<file path="config.mk">
export PLATFORM = sky130hd
export DESIGN_NAME = blk_lock_ctrl
export DESIGN_NICKNAME = d
export VERILOG_FILES = /design/src/core/blk_lock_pkg.sv /design/src/core/otp_sec_store.sv /design/src/core/blk_lock_ctrl.sv
export SDC_FILE = /design/constraint.sdc
export NUM_CORES = 2
export LEC_CHECK = 0
export ABC_CLOCK_PERIOD_IN_PS = 22000
export BUFFER_PORTS_ARGS = -buffer_cell sky130_fd_sc_hd__buf_2
export CORE_MARGIN = 5
export CORE_UTILIZATION = 50
export CTS_BUF_LIST = sky130_fd_sc_hd__clkbuf_8
export DETAILED_ROUTE_END_ITERATION = 16
export PLACE_DENSITY = 0.68
export SLEW_MARGIN = 30
export SYNTH_ARGS = -nofsm -noshare
export SYNTH_HDL_FRONTEND = slang
export SYNTH_SLANG_ARGS = --single-unit
export TNS_END_PERCENT = 10
</file>
<file path="constraint.sdc">
create_clock -name MCLK -period 22 [get_ports MCLK]
set_input_delay 2.2 -clock MCLK [delete_from_list [all_inputs] [get_ports MCLK]]
set_output_delay 2.2 -clock MCLK [all_outputs]
set_load 0.02 [all_outputs]
</file>
<file path="src/core/blk_lock_pkg.sv">
// constants and carrier types for the serial flash block-lock controller
// assumes one system clock; serial pins are asynchronous to it
package blk_lock_pkg;
   // command opcodes
   localparam logic [7:0] OP_WR_ENABLE = 8'h06;
   localparam logic [7:0] OP_WR_DISABLE = 8'h04;
   localparam logic [7:0] OP_RD_LOCK_A = 8'h3c;
   localparam logic [7:0] OP_RD_LOCK_B = 8'h3d;
   localparam logic [7:0] OP_GLOBAL_LOCK = 8'h7e;
   localparam logic [7:0] OP_GLOBAL_UNLOCK = 8'h98;
   localparam logic [7:0] OP_BLOCK_LOCK = 8'h36;
   localparam logic [7:0] OP_BLOCK_UNLOCK = 8'h39;
   // serial framing
   localparam int BITS_PER_BYTE = 8;
   localparam logic [2:0] OPCODE_BYTES = 3'h1;
   localparam logic [2:0] OPC_ADDR_BYTES = 3'h4;
   // lock array: 4KB blocks inside a 512KB array
   localparam int NUM_BLOCKS = 128;
   localparam int BLK_IDX_W = 7;
   localparam int BLK_LSB = 12;
   localparam int GRAN_BLOCKS = 16;
   localparam logic [NUM_BLOCKS-1:0] LOCK_RESET = {NUM_BLOCKS{1'b1}};
   localparam logic WEL_RESET = 1'b0;
   // security registers: 4 x 128 bytes, bits 8:7 register, 6:0 byte
   localparam int SEC_REGS = 4;
   localparam int SEC_BYTES = 128;
   localparam int SEC_SEL_LSB = 7;
   localparam int SEC_ADDR_W = 9;
   localparam logic [7:0] SEC_ERASED = 8'hff;
   localparam logic [1:0] SEC_FACTORY_REG = 2'h0;
   localparam logic [7:0] RD_LOCK_UPPER = 8'h00;

   // legacy protection fields used when per-block scheme is off
   typedef struct packed {
      logic complement;
      logic granularity;
      logic top_bottom;
      logic [2:0] extent;
   } protect_cfg_t;

   // serial receive phases, gray along opcode, address, data
   typedef enum logic [1:0] {
      PH_OPCODE = 2'b00,
      PH_ADDR = 2'b01,
      PH_DATA = 2'b11,
      PH_IGNORE = 2'b10
   } phase_t;
endpackage

</file>
<file path="src/core/otp_sec_store.sv">
// four one-time-programmable security registers, kept apart from the array
// assumes writes come from same-clock logic; storage is not reset
`timescale 1ns/10ps
`default_nettype none
module otp_sec_store (
   input wire logic clk,
   input wire logic wr_en,
   input wire logic factory_en,
   input wire logic [blk_lock_pkg::SEC_ADDR_W-1:0] addr,
   input wire logic [7:0] wdata,
   output logic [7:0] rdata_q
);
   // cells start erased (all ones) and keep their contents across reset
   logic [7:0] mem_q [blk_lock_pkg::SEC_REGS*blk_lock_pkg::SEC_BYTES] =
      '{default: blk_lock_pkg::SEC_ERASED};
   logic [1:0] reg_sel;
   logic wr_ok;

   // bits 8:7 pick the register, 6:0 the byte; register 0 is factory only
   assign reg_sel =
      addr[blk_lock_pkg::SEC_ADDR_W-1:blk_lock_pkg::SEC_SEL_LSB];
   assign wr_ok = wr_en &&
      (factory_en || reg_sel != blk_lock_pkg::SEC_FACTORY_REG);

   // programming only clears bits, as in real otp cells
   always_ff @(posedge clk)
   begin
      if (wr_ok)
      begin
         mem_q[addr] <= mem_q[addr] & wdata;
      end
      rdata_q <= mem_q[addr];
   end
endmodule
`default_nettype wire

</file>
<file path="src/core/blk_lock_ctrl.sv">
// serial flash block-lock command decoder, lock array and protection check
// assumes spi mode 0 pins asynchronous to MCLK, SCK at most MCLK/8
//
// Overview of operation
// - chip select released mid-byte abandons the command, nothing changes
// - every block lock bit is one after reset
// - both read-lock opcodes behave identically
// - block locks apply only with scheme select set, else legacy fields
// - read-lock takes three address bytes, msb first, 24 clocks
// - answer byte msb first, bit 0 is lock, upper bits zero
// - answer byte repeats while chip select stays low
// - reported lock is that of the 4KB region holding the address
// - program or erase to a locked block is refused
// - opcodes arrive over eight clocks, msb first
// - global lock sets all locks and clears write enable at end
// - global unlock clears all locks and write enable at end
// - four 128-byte security registers separate from the array
// - security bytes 0-127 factory, 128-511 user registers
// - block unlock clears the addressed lock and write enable at end
// - security address uses bits 8:0, 8:7 register, 6:0 byte
`timescale 1ns/10ps
`default_nettype none
module blk_lock_ctrl (
   input wire logic MCLK,
   input wire logic SYS_RST,
   input wire logic CS_N,
   input wire logic SCK,
   input wire logic SI,
   output logic SO,
   output logic SO_OE_N,
   input wire logic PROTECT_SCHEME_SELECT,
   input wire blk_lock_pkg::protect_cfg_t PROTECT_CFG,
   input wire logic PE_REQ,
   input wire logic [23:0] PE_ADDR,
   output logic PE_ALLOW_Q,
   output logic PE_REFUSE_Q,
   output logic WRITE_ENABLE_LATCH,
   input wire logic SEC_WR,
   input wire logic SEC_FACTORY_EN,
   input wire logic [23:0] SEC_ADDR,
   input wire logic [7:0] SEC_WDATA,
   output logic [7:0] SEC_RDATA
);
   localparam int BW = blk_lock_pkg::BLK_IDX_W;

   logic [2:0] s1_q, s2_q, s3_q;
   logic cs_n_s, sck_s, si_s, sck_rise, sck_fall, cs_rise;
   blk_lock_pkg::phase_t phase_q;
   logic [2:0] bit_cnt_q, byte_cnt_q, out_idx_q;
   logic [7:0] opcode_q, shift_q;
   logic [23:0] addr_q;
   logic [blk_lock_pkg::NUM_BLOCKS-1:0] lock_q;
   logic wel_q, rd_lock_bit_q, so_q, oe_n_q;
   logic [7:0] rd_byte;
   logic byte_done, aligned, is_rd_lock, pe_protected;
   logic [BW-1:0] addr_blk, pe_blk;

   // two-stage synchronisers for chip select, clock and data
   always_ff @(posedge MCLK)
   begin
      if (SYS_RST)
      begin
         s1_q <= 3'h5; // idle levels: deselected, clock low
         s2_q <= 3'h5;
         s3_q <= 3'h5;
      end
      else
      begin
         s1_q <= {CS_N, SCK, SI};
         s2_q <= s1_q;
         s3_q <= s2_q;
      end
   end

   // edges seen on the second and third stages only
   assign cs_n_s = s2_q[2];
   assign sck_s = s2_q[1];
   assign si_s = s2_q[0];
   assign sck_rise = !cs_n_s && sck_s && !s3_q[1];
   assign sck_fall = !cs_n_s && !sck_s && s3_q[1];
   assign cs_rise = cs_n_s && !s3_q[2];
   assign byte_done = sck_rise && bit_cnt_q == 3'h7;
   assign aligned = bit_cnt_q == 3'h0;
   assign is_rd_lock = opcode_q == blk_lock_pkg::OP_RD_LOCK_A ||
                       opcode_q == blk_lock_pkg::OP_RD_LOCK_B;
   // 4KB region index from address bits 18:12
   assign addr_blk = addr_q[blk_lock_pkg::BLK_LSB +: BW];
   assign pe_blk = PE_ADDR[blk_lock_pkg::BLK_LSB +: BW];

   // bit and byte counters, msb-first shift register
   always_ff @(posedge MCLK)
   begin
      if (SYS_RST || cs_n_s)
      begin
         bit_cnt_q <= 3'h0;
         byte_cnt_q <= 3'h0;
         shift_q <= 8'h00;
      end
      else if (sck_rise)
      begin
         bit_cnt_q <= bit_cnt_q + 3'h1;
         shift_q <= {shift_q[6:0], si_s};
         if (bit_cnt_q == 3'h7 && byte_cnt_q != 3'h7)
         begin
            byte_cnt_q <= byte_cnt_q + 3'h1;
         end
      end
   end

   // opcode, address capture and phase tracking
   always_ff @(posedge MCLK)
   begin
      if (SYS_RST || cs_n_s)
      begin
         phase_q <= blk_lock_pkg::PH_OPCODE;
         opcode_q <= 8'h00;
         addr_q <= 24'h000000;
      end
      else if (byte_done)
      begin
         case (phase_q)
            blk_lock_pkg::PH_OPCODE:
            begin
               opcode_q <= {shift_q[6:0], si_s};
               phase_q <= blk_lock_pkg::PH_ADDR;
            end
            blk_lock_pkg::PH_ADDR:
            begin
               addr_q <= {addr_q[15:0], shift_q[6:0], si_s};
               if (byte_cnt_q == blk_lock_pkg::OPC_ADDR_BYTES - 3'h1)
               begin
                  phase_q <= is_rd_lock ? blk_lock_pkg::PH_DATA
                                        : blk_lock_pkg::PH_IGNORE;
               end
            end
            blk_lock_pkg::PH_DATA: phase_q <= blk_lock_pkg::PH_DATA;
            default: phase_q <= blk_lock_pkg::PH_IGNORE;
         endcase
      end
   end

   // read-lock answer: bit 0 is the lock, repeated while selected
   assign rd_byte = {blk_lock_pkg::RD_LOCK_UPPER[7:1], rd_lock_bit_q};
   always_ff @(posedge MCLK)
   begin
      if (SYS_RST || cs_n_s)
      begin
         out_idx_q <= 3'h0;
         so_q <= 1'b0;
         oe_n_q <= 1'b1;
         rd_lock_bit_q <= 1'b0;
      end
      else
      begin
         // sample until the first answer bit, so the last address byte counts
         if (oe_n_q)
         begin
            rd_lock_bit_q <= lock_q[addr_blk];
         end
         if (phase_q == blk_lock_pkg::PH_DATA && sck_fall)
         begin
            so_q <= rd_byte[3'h7 - out_idx_q];
            oe_n_q <= 1'b0;
            out_idx_q <= out_idx_q + 3'h1;
         end
      end
   end

   // lock array and write enable latch, updated when chip select rises
   always_ff @(posedge MCLK)
   begin
      if (SYS_RST)
      begin
         lock_q <= blk_lock_pkg::LOCK_RESET;
         wel_q <= blk_lock_pkg::WEL_RESET;
      end
      else if (cs_rise && aligned)
      begin
         case (opcode_q)
            blk_lock_pkg::OP_WR_ENABLE:
               if (byte_cnt_q >= blk_lock_pkg::OPCODE_BYTES)
               begin
                  wel_q <= 1'b1;
               end
            blk_lock_pkg::OP_WR_DISABLE:
               if (byte_cnt_q >= blk_lock_pkg::OPCODE_BYTES)
               begin
                  wel_q <= 1'b0;
               end
            blk_lock_pkg::OP_GLOBAL_LOCK:
               if (wel_q && byte_cnt_q >= blk_lock_pkg::OPCODE_BYTES)
               begin
                  lock_q <= {blk_lock_pkg::NUM_BLOCKS{1'b1}};
                  wel_q <= 1'b0;
               end
            blk_lock_pkg::OP_GLOBAL_UNLOCK:
               if (wel_q && byte_cnt_q >= blk_lock_pkg::OPCODE_BYTES)
               begin
                  lock_q <= {blk_lock_pkg::NUM_BLOCKS{1'b0}};
                  wel_q <= 1'b0;
               end
            blk_lock_pkg::OP_BLOCK_UNLOCK:
               if (wel_q && byte_cnt_q >= blk_lock_pkg::OPC_ADDR_BYTES)
               begin
                  lock_q[addr_blk] <= 1'b0;
                  wel_q <= 1'b0;
               end
            blk_lock_pkg::OP_BLOCK_LOCK:
               if (wel_q && byte_cnt_q >= blk_lock_pkg::OPC_ADDR_BYTES)
               begin
                  lock_q[addr_blk] <= 1'b1;
                  wel_q <= 1'b0;
               end
            default: wel_q <= wel_q;
         endcase
      end
   end

   // legacy region check from complement, granularity, top/bottom, extent
   function automatic logic legacy_hit(input logic [BW-1:0] blk,
                                       input blk_lock_pkg::protect_cfg_t c);
      int span;
      logic hit;
      span = 0;
      hit = 1'b0;
      if (c.extent == 3'h7)
      begin
         span = blk_lock_pkg::NUM_BLOCKS;
      end
      else if (c.extent != 3'h0)
      begin
         span = (c.granularity ? 1 : blk_lock_pkg::GRAN_BLOCKS)
                << (int'(c.extent) - 1);
      end
      if (c.top_bottom)
      begin
         hit = int'(blk) >= blk_lock_pkg::NUM_BLOCKS - span;
      end
      else
      begin
         hit = int'(blk) < span;
      end
      return hit ^ c.complement;
   endfunction

   assign pe_protected = PROTECT_SCHEME_SELECT ? lock_q[pe_blk]
                         : legacy_hit(pe_blk, PROTECT_CFG);

   // program/erase gate, one-cycle answer per request
   always_ff @(posedge MCLK)
   begin
      if (SYS_RST)
      begin
         PE_ALLOW_Q <= 1'b0;
         PE_REFUSE_Q <= 1'b0;
      end
      else
      begin
         PE_ALLOW_Q <= PE_REQ && !pe_protected;
         PE_REFUSE_Q <= PE_REQ && pe_protected;
      end
   end

   // security register store
   otp_sec_store u_sec (
      .clk(MCLK),
      .wr_en(SEC_WR),
      .factory_en(SEC_FACTORY_EN),
      .addr(SEC_ADDR[blk_lock_pkg::SEC_ADDR_W-1:0]),
      .wdata(SEC_WDATA),
      .rdata_q(SEC_RDATA)
   );

   // pin and status outputs straight from flip-flops
   assign SO = so_q;
   assign SO_OE_N = oe_n_q;
   assign WRITE_ENABLE_LATCH = wel_q;
endmodule
`default_nettype wire

</file>
**Word level (Yosys, flattened, before mapping)**

Memory sizes are Yosys's and may differ from the RTL's.
Index checks and enable logic that the tools add are counted.

- Memories: 1
- Bits of input ports: 71
- Bits in writable memories: 4096
- Logic and storage cells: 127
- Register bits after elaboration: 196

- Shift operators: 1
- Equal/unequal tests: 23
- Bitwise logic cells: 5
- Magnitude comparators: 8
- Reduce and logical (&&, ||, !) cells: 37
- Add/sub/neg operators: 6
- Mux-type cells: 28

Memory list:

| memory | depth | width | read ports | clocked after Yosys merged registers in | write ports | line | source |
|---|---|---|---|---|---|---|---|
| u_sec.mem_q | 512 | 8 | 1 | 0 | 1 | otp_sec_store.sv:14 | `logic [7:0] mem_q [blk_lock_pkg::SEC_REGS*blk_lock_pkg::SEC_BYTES] =` |

Operators with widths:

| operator | count |
|---|---|
| 2-to-1 mux 128 bit | 4 |
| one-hot mux 128 bit (4 select lines) | 1 |
| bitwise AND 128 bit | 1 |
| inverter 128 bit | 1 |
| bitwise OR 128 bit | 1 |
| 2-to-1 mux 32 bit | 2 |
| equality test 8 x 6 -> 1 bit, second input constant | 4 |
| greater-or-equal comparator 8 x 32 -> 1 bit | 1 |
| < comparator 8 x 32 -> 1 bit | 1 |
| left shift 5 x 32 -> 32 bit | 1 |
| subtractor 9 x 32 -> 32 bit, first input constant | 1 |
| equality test 8 x 3 -> 1 bit, second input constant | 2 |
| < comparator 7 x 8 -> 1 bit, second input constant | 2 |
| logical AND 1 bit | 15 |
| binary-select mux 1 bit (select 7 bit) | 2 |
| inequality test 2 bit, second input constant | 7 |
| 2-to-1 mux 1 bit | 13 |
| AND reduction 6 bit | 2 |
| adder 3 x 1 -> 3 bit, second input constant | 3 |
| bitwise AND 8 bit | 1 |
| equality test 8 x 7 -> 1 bit, second input constant | 1 |
| equality test 8 bit, second input constant | 1 |
| AND reduction 2 bit | 4 |
| nonzero test 4 bit | 2 |
| other kinds (26) | 35 |

**Longest topological paths before layout**

- Word-level depth: 11
- Depth in mapped cells: 21
- Gate-level depth less buffers: 19

**By module**

A second synthesis with hierarchy kept.

- Cells, all modules: 9306
- Area total of the unflattened synthesis: 170855.1 um^2

By module, submodules not included:

| module | area an instance (um^2) | cells each | instances |
|---|---|---|---|
| otp_sec_store | 158876.1 | 7833 | 1 |
| blk_lock_ctrl | 11979.0 | 1473 | 1 |

**Worst setup path after synthesis**

No wires, ideal clock.

- Path kind: input to register
- From: input port SEC_ADDR[1]
- To: memory u_sec.mem_q[0][1], data pin
- Cell stages on the path: 14
- Path slack: -872 ps
- Arrival: 19621 ps
- Setup time: 3251 ps
- Data required time: 18749 ps
- Cell sequence: buf_4 > buf_6 > buf_4 > buf_4 > buf_4 > buf_4 > buf_4 > buf_4 > mux2i_1 > a221oi_1 > o21ai_0 > o21ai_0 > nand3_1 > a31oi_1

- Word-level cells in the longest chain between the ends: 2

Ends and longest elaborated chain:

| item | line | source |
|---|---|---|
| start: declaration | blk_lock_ctrl.sv:40 | `input wire logic [23:0] SEC_ADDR,` |
| memory (512 x 8 bit) | - |  |
| bitwise AND 8 bit | otp_sec_store.sv:30 | `mem_q[addr] <= mem_q[addr] & wdata;` |
| end: declaration | otp_sec_store.sv:14 |  |

No other way between the ends.

**Worst setup path in the final report**

- From: input port SEC_ADDR[1]
- To: memory u_sec.mem_q[286][4], data pin

Same word-level chain as after synthesis.

==> impl_metrics.csv <==
group,metric,value,unit
synthesis,synthXorXnorAreaFrac,0.0003575,
synthesis,yosysWarnings,0,
critical_path,rr_endpoint,"u_sec.mem_q[74][7]",
floorplan,die_w,595.6,um
critical_path,crit_path_frequent_cell,"buf_4",
synthesis,ys_seq_area_frac,0.7398,
clock_network,clk_latency,1.29,ns
clock_network,clk_pin_slew_worst_paths,0.06,ns
global_routing,grt_first_pass_wirelength,731300,um
power,comb_power_share,0.065,
clock_network,clock_path_buffers,4,
synthesis,synth_cell_types,77,
final_layout,seq_area,126900,sq um
clock_network,post_cts_buffers,0,
critical_path,end_kind,"flop",
synthesis,synth.area.mux_share,0.1549,
sta,finalHoldViolations,0,
synthesis,netlist_area,171500,sq um
sta,setup-tns-final,0,ns
clock_network,cts_tree,"done",
critical_path,critPathSlowestCell,"buf_4",
routing,drt_iter0_drc,15190,
final_layout,final_net_count,9556,
synthesis,syn_area_per_cell,18.89,sq um
placement,io_buffers,51,
worst_hold_path,hold_path_end,"s2_q[0]",
synthesis,synth_fa_ha_area_frac,0.001824,
synthesis,syn_inst,9079,
routing,routed_via_density,6.699,
routing,wl_met3,74570,um
critical_path,max_stage_delay,0.76,ns
clock_network,cts_buffers,665,
sta,worst_pin_slew,1.257,ns
synthesis,syn_nets,9175,
power,finalPower,16.30,mW
placement,dp.cells,13340,
worst_hold_path,hp-class,"reg2reg",
power,swShare,0.2419,
floorplan,ios,84,
routing,firstDrtPassIters,14,
synthesis,synth-edff-count,4096,
worst_hold_path,hold_start,"s1_q[0]",
sta,setup_viol,0,
clock_network,cts_sinks,4289,
synthesis,synthFlopType,"edfxtp_1",
power,intPower,12.36,mW
final_layout,stdcell_count,14540,
power,clock_power_share,0.376,
global_routing,overflow,0,
floorplan,fp.dieH,595.6,um
critical_path,r2r_slack,15.44,ns
final_layout,multi_input_area,41840,sq um
synthesis,async_flop_share,0,
flow_run,drv_cap,0,
floorplan,num_rows,215,
final_layout,syn_to_final_growth,10.36,%
sta,max-slew-margin-rel,0.1602,
critical_path,r2r-start,"u_sec.mem_q[431][7]",
placement,hpwl,323800,um
sta,hold_ws,0.4312,ns
routing,wl_met1,184000,um
sta,layout_worst_path_cycle_share,0.4527,
critical_path,crit_required,22.86,ns
synthesis,synthSimpleGateAreaFrac,0.04292,
synthesis,synth_top_family_by_area,"multiplexers",
synthesis,synth-seq-cells,4289,
sta,grt_setup_unrepaired,"false",
critical_path,critPathKind,"in2reg",
final_layout,drive_gt1_frac,0.2239,
clock_network,hold_buffers,0,
routing,routed.top_layer,"met5",
global_routing,grt_max_degree,189,
critical_path,critPathLaunchType,"input port",
power,switchingPower,3.943,mW
floorplan,initial_core_util,0.5008,
power,power_frac_seq,0.559,
critical_path,reg2reg_depth,11,
critical_path,path_max_fanout,99,
run_status,status,"finished clean",
global_routing,antenna_found_initial,43,
sta,fmax,100.4,MHz
routing,routedWlPerCell,36.17,um
floorplan,core-area,342400,sq um
placement,routabilityCongestion,0.9956,
power,vdd_drop_max,0.00006451,V
routing,dr_total_vias,97420,
sta,skew,0.1323,ns
synthesis,synth_compound_area_frac,0.04065,
power,p_leak,60.51,nW
sta,slew_viol_final,0,
floorplan,dieArea,354800,sq um
routing,wirelength,526000,um
power,p_per_area,86.15,nW/um^2
critical_path,path_cells,"buf_12, buf_4, buf_4, buf_4, buf_12, mux4_2, mux2i_1, o22ai_1, a211oi_1, o2111ai_1, or4_1, or3_1, and2_4, buf_6, buf_4, buf_6",
worst_hold_path,hold_depth,1,
final_layout,fillers,25690,
routing,wl_met2,232400,um
global_routing,track_usage,0.2911,
routing,drc,0,
routing,ant_nets,0,
clock_network,htreeDepth,6,
clock_network,root_buffer,"clkbuf_8",
sta,fin_crit,9.960,ns
global_routing,grt_pass1_vias,94630,
critical_path,arrival,10.82,ns
clock_network,cts.repair.resized,0,
-- synthesized netlist by cell type (9+ instances only) --
cell type | count | area (sq um)
edfxtp_1 | 4096 | 123000
mux4_2 | 946 | 21310
nor2_1 | 619 | 2323
mux2i_1 | 468 | 4684
nand2_1 | 321 | 1205
clkbuf_1 | 287 | 1077
nand3_1 | 246 | 1231
a21oi_1 | 237 | 1186
a22oi_1 | 217 | 1629
dfxtp_1 | 193 | 3864
o22ai_1 | 176 | 1101
o21ai_0 | 156 | 780.8
nand2b_1 | 149 | 932.1
buf_2 | 120 | 600.6
buf_4 | 109 | 818.3
mux2_2 | 51 | 574.3
buf_6 | 48 | 540.5
nand4_1 | 48 | 300.3
nor3_1 | 47 | 235.2
nor2b_1 | 45 | 281.5
a221oi_1 | 38 | 332.8
buf_1 | 37 | 138.9
a211oi_1 | 36 | 270.3
and3_1 | 31 | 193.9
a31oi_1 | 30 | 187.7
a22o_1 | 28 | 245.2
ha_1 | 25 | 312.8
and2_1 | 24 | 150.1
inv_1 | 24 | 90.09
nor4_1 | 14 | 87.58
o221ai_1 | 14 | 122.6
a32oi_1 | 13 | 113.9
o211ai_1 | 13 | 97.59
o32ai_1 | 11 | 96.34
or2_2 | 11 | 68.82
a2111oi_0 | 10 | 87.58
a221o_1 | 9 | 90.09
o2111ai_1 | 9 | 78.83
-- worst max path at each step --
stage                 from  slack [ns]  cells past startpoint                   to
2_1_floorplan  SEC_ADDR[1]        7.14                     14    u_sec.mem_q[0][1]
3_3_place_gp   SEC_ADDR[1]       10.90                     16  u_sec.mem_q[408][7]
3_5_place_dp   SEC_ADDR[1]       10.60                     16   u_sec.mem_q[72][7]
4_1_cts        SEC_ADDR[1]       11.91                     16   u_sec.mem_q[64][7]
5_1_grt        SEC_ADDR[1]       12.03                     16   u_sec.mem_q[74][7]
6_report       SEC_ADDR[1]       12.04                     16  u_sec.mem_q[286][4]
-- per-layer routing --
metal | vias to the layer above | GRT usage
li1 | 38050 | -
met2 | 7453 | 0.4259
met3 | 1517 | 0.1068
met1 | 50380 | 0.3822
met5 | - | 0.004733
met4 | 32 | 0.1558
-- stage by stage --
step           area, sq um    util  setup slack, ns
6_report            189300  0.5527            12.04
2_1_floorplan       171500       -            7.142
4_1_cts             188900  0.5516            11.91
3_3_place_gp        176700  0.5160            10.90
3_5_place_dp        177000  0.5170            10.60
5_1_grt             189200  0.5525            12.03
-- cells in the final DEF, fill, tap and decap left out, types with 31 or more instances in the layout --
cell type / count
a221oi_1: 37
nor2_1: 604
nand2_1: 302
mux4_2: 946
o22ai_1: 175
clkbuf_8: 680
a211oi_1: 34
mux2_2: 51
nand3_1: 246
mux2i_1: 457
nand2b_1: 149
a21oi_1: 236
and3_1: 31
dfxtp_1: 190
o21ai_0: 155
buf_2: 48
a22oi_1: 217
clkinv_2: 37
inv_1: 262
buf_4: 219
edfxtp_1: 4096
clkinv_1: 144
nand4_1: 48
nor2b_1: 38
-- cell families after synthesis --
group / Yosys count
AO/OA/AOI/OAI: 1059
XOR/XNOR: 7
adder cells (fa/ha/maj): 25
buffers and inverters: 635
flip-flops: 4289
multiplexers: 1465
AND/OR/NAND/NOR: 1599
-- registers in the layout, indices dropped and copies added (netlist names), 7 cells and up --
name,cells
lock_q,128
addr_q,17
opcode_q,8
shift_q,7
u_sec.mem_q,4096
u_sec.rdata_q,8
-- layout make-up --
type / count / share of cell area
repair buffers: 321 / 0.01478
clock buffers: 679 / 0.04938
well taps: 4557 / 0.03013
multi-input cells: 4155 / 0.2211
inverters: 28 / 0.0006215
diodes: 27 / 0.0003570
flip-flops and latches: 4289 / 0.6703
clock inverters: 487 / 0.01332
-- critical path, delay by kind of cell --
family	cells	cell delay, ns
mux	2	1.09
compound gates	3	1.10
simple gates	3	1.63
buf+inv	8	4.16
-- power by group through the flow --
stage | Combinational (mW) | Sequential [mW] | Clock (mW)
global placement | 0.983 | 9.28 | 0
global route | 1.08 | 9.10 | 6.56
CTS | 1.02 | 9.11 | 6.16
floorplan | 0.548 | 9.42 | 0
finish | 1.06 | 9.11 | 6.14
detailed placement | 1.02 | 9.28 | 0
Power figures use the tool's default switching activity.
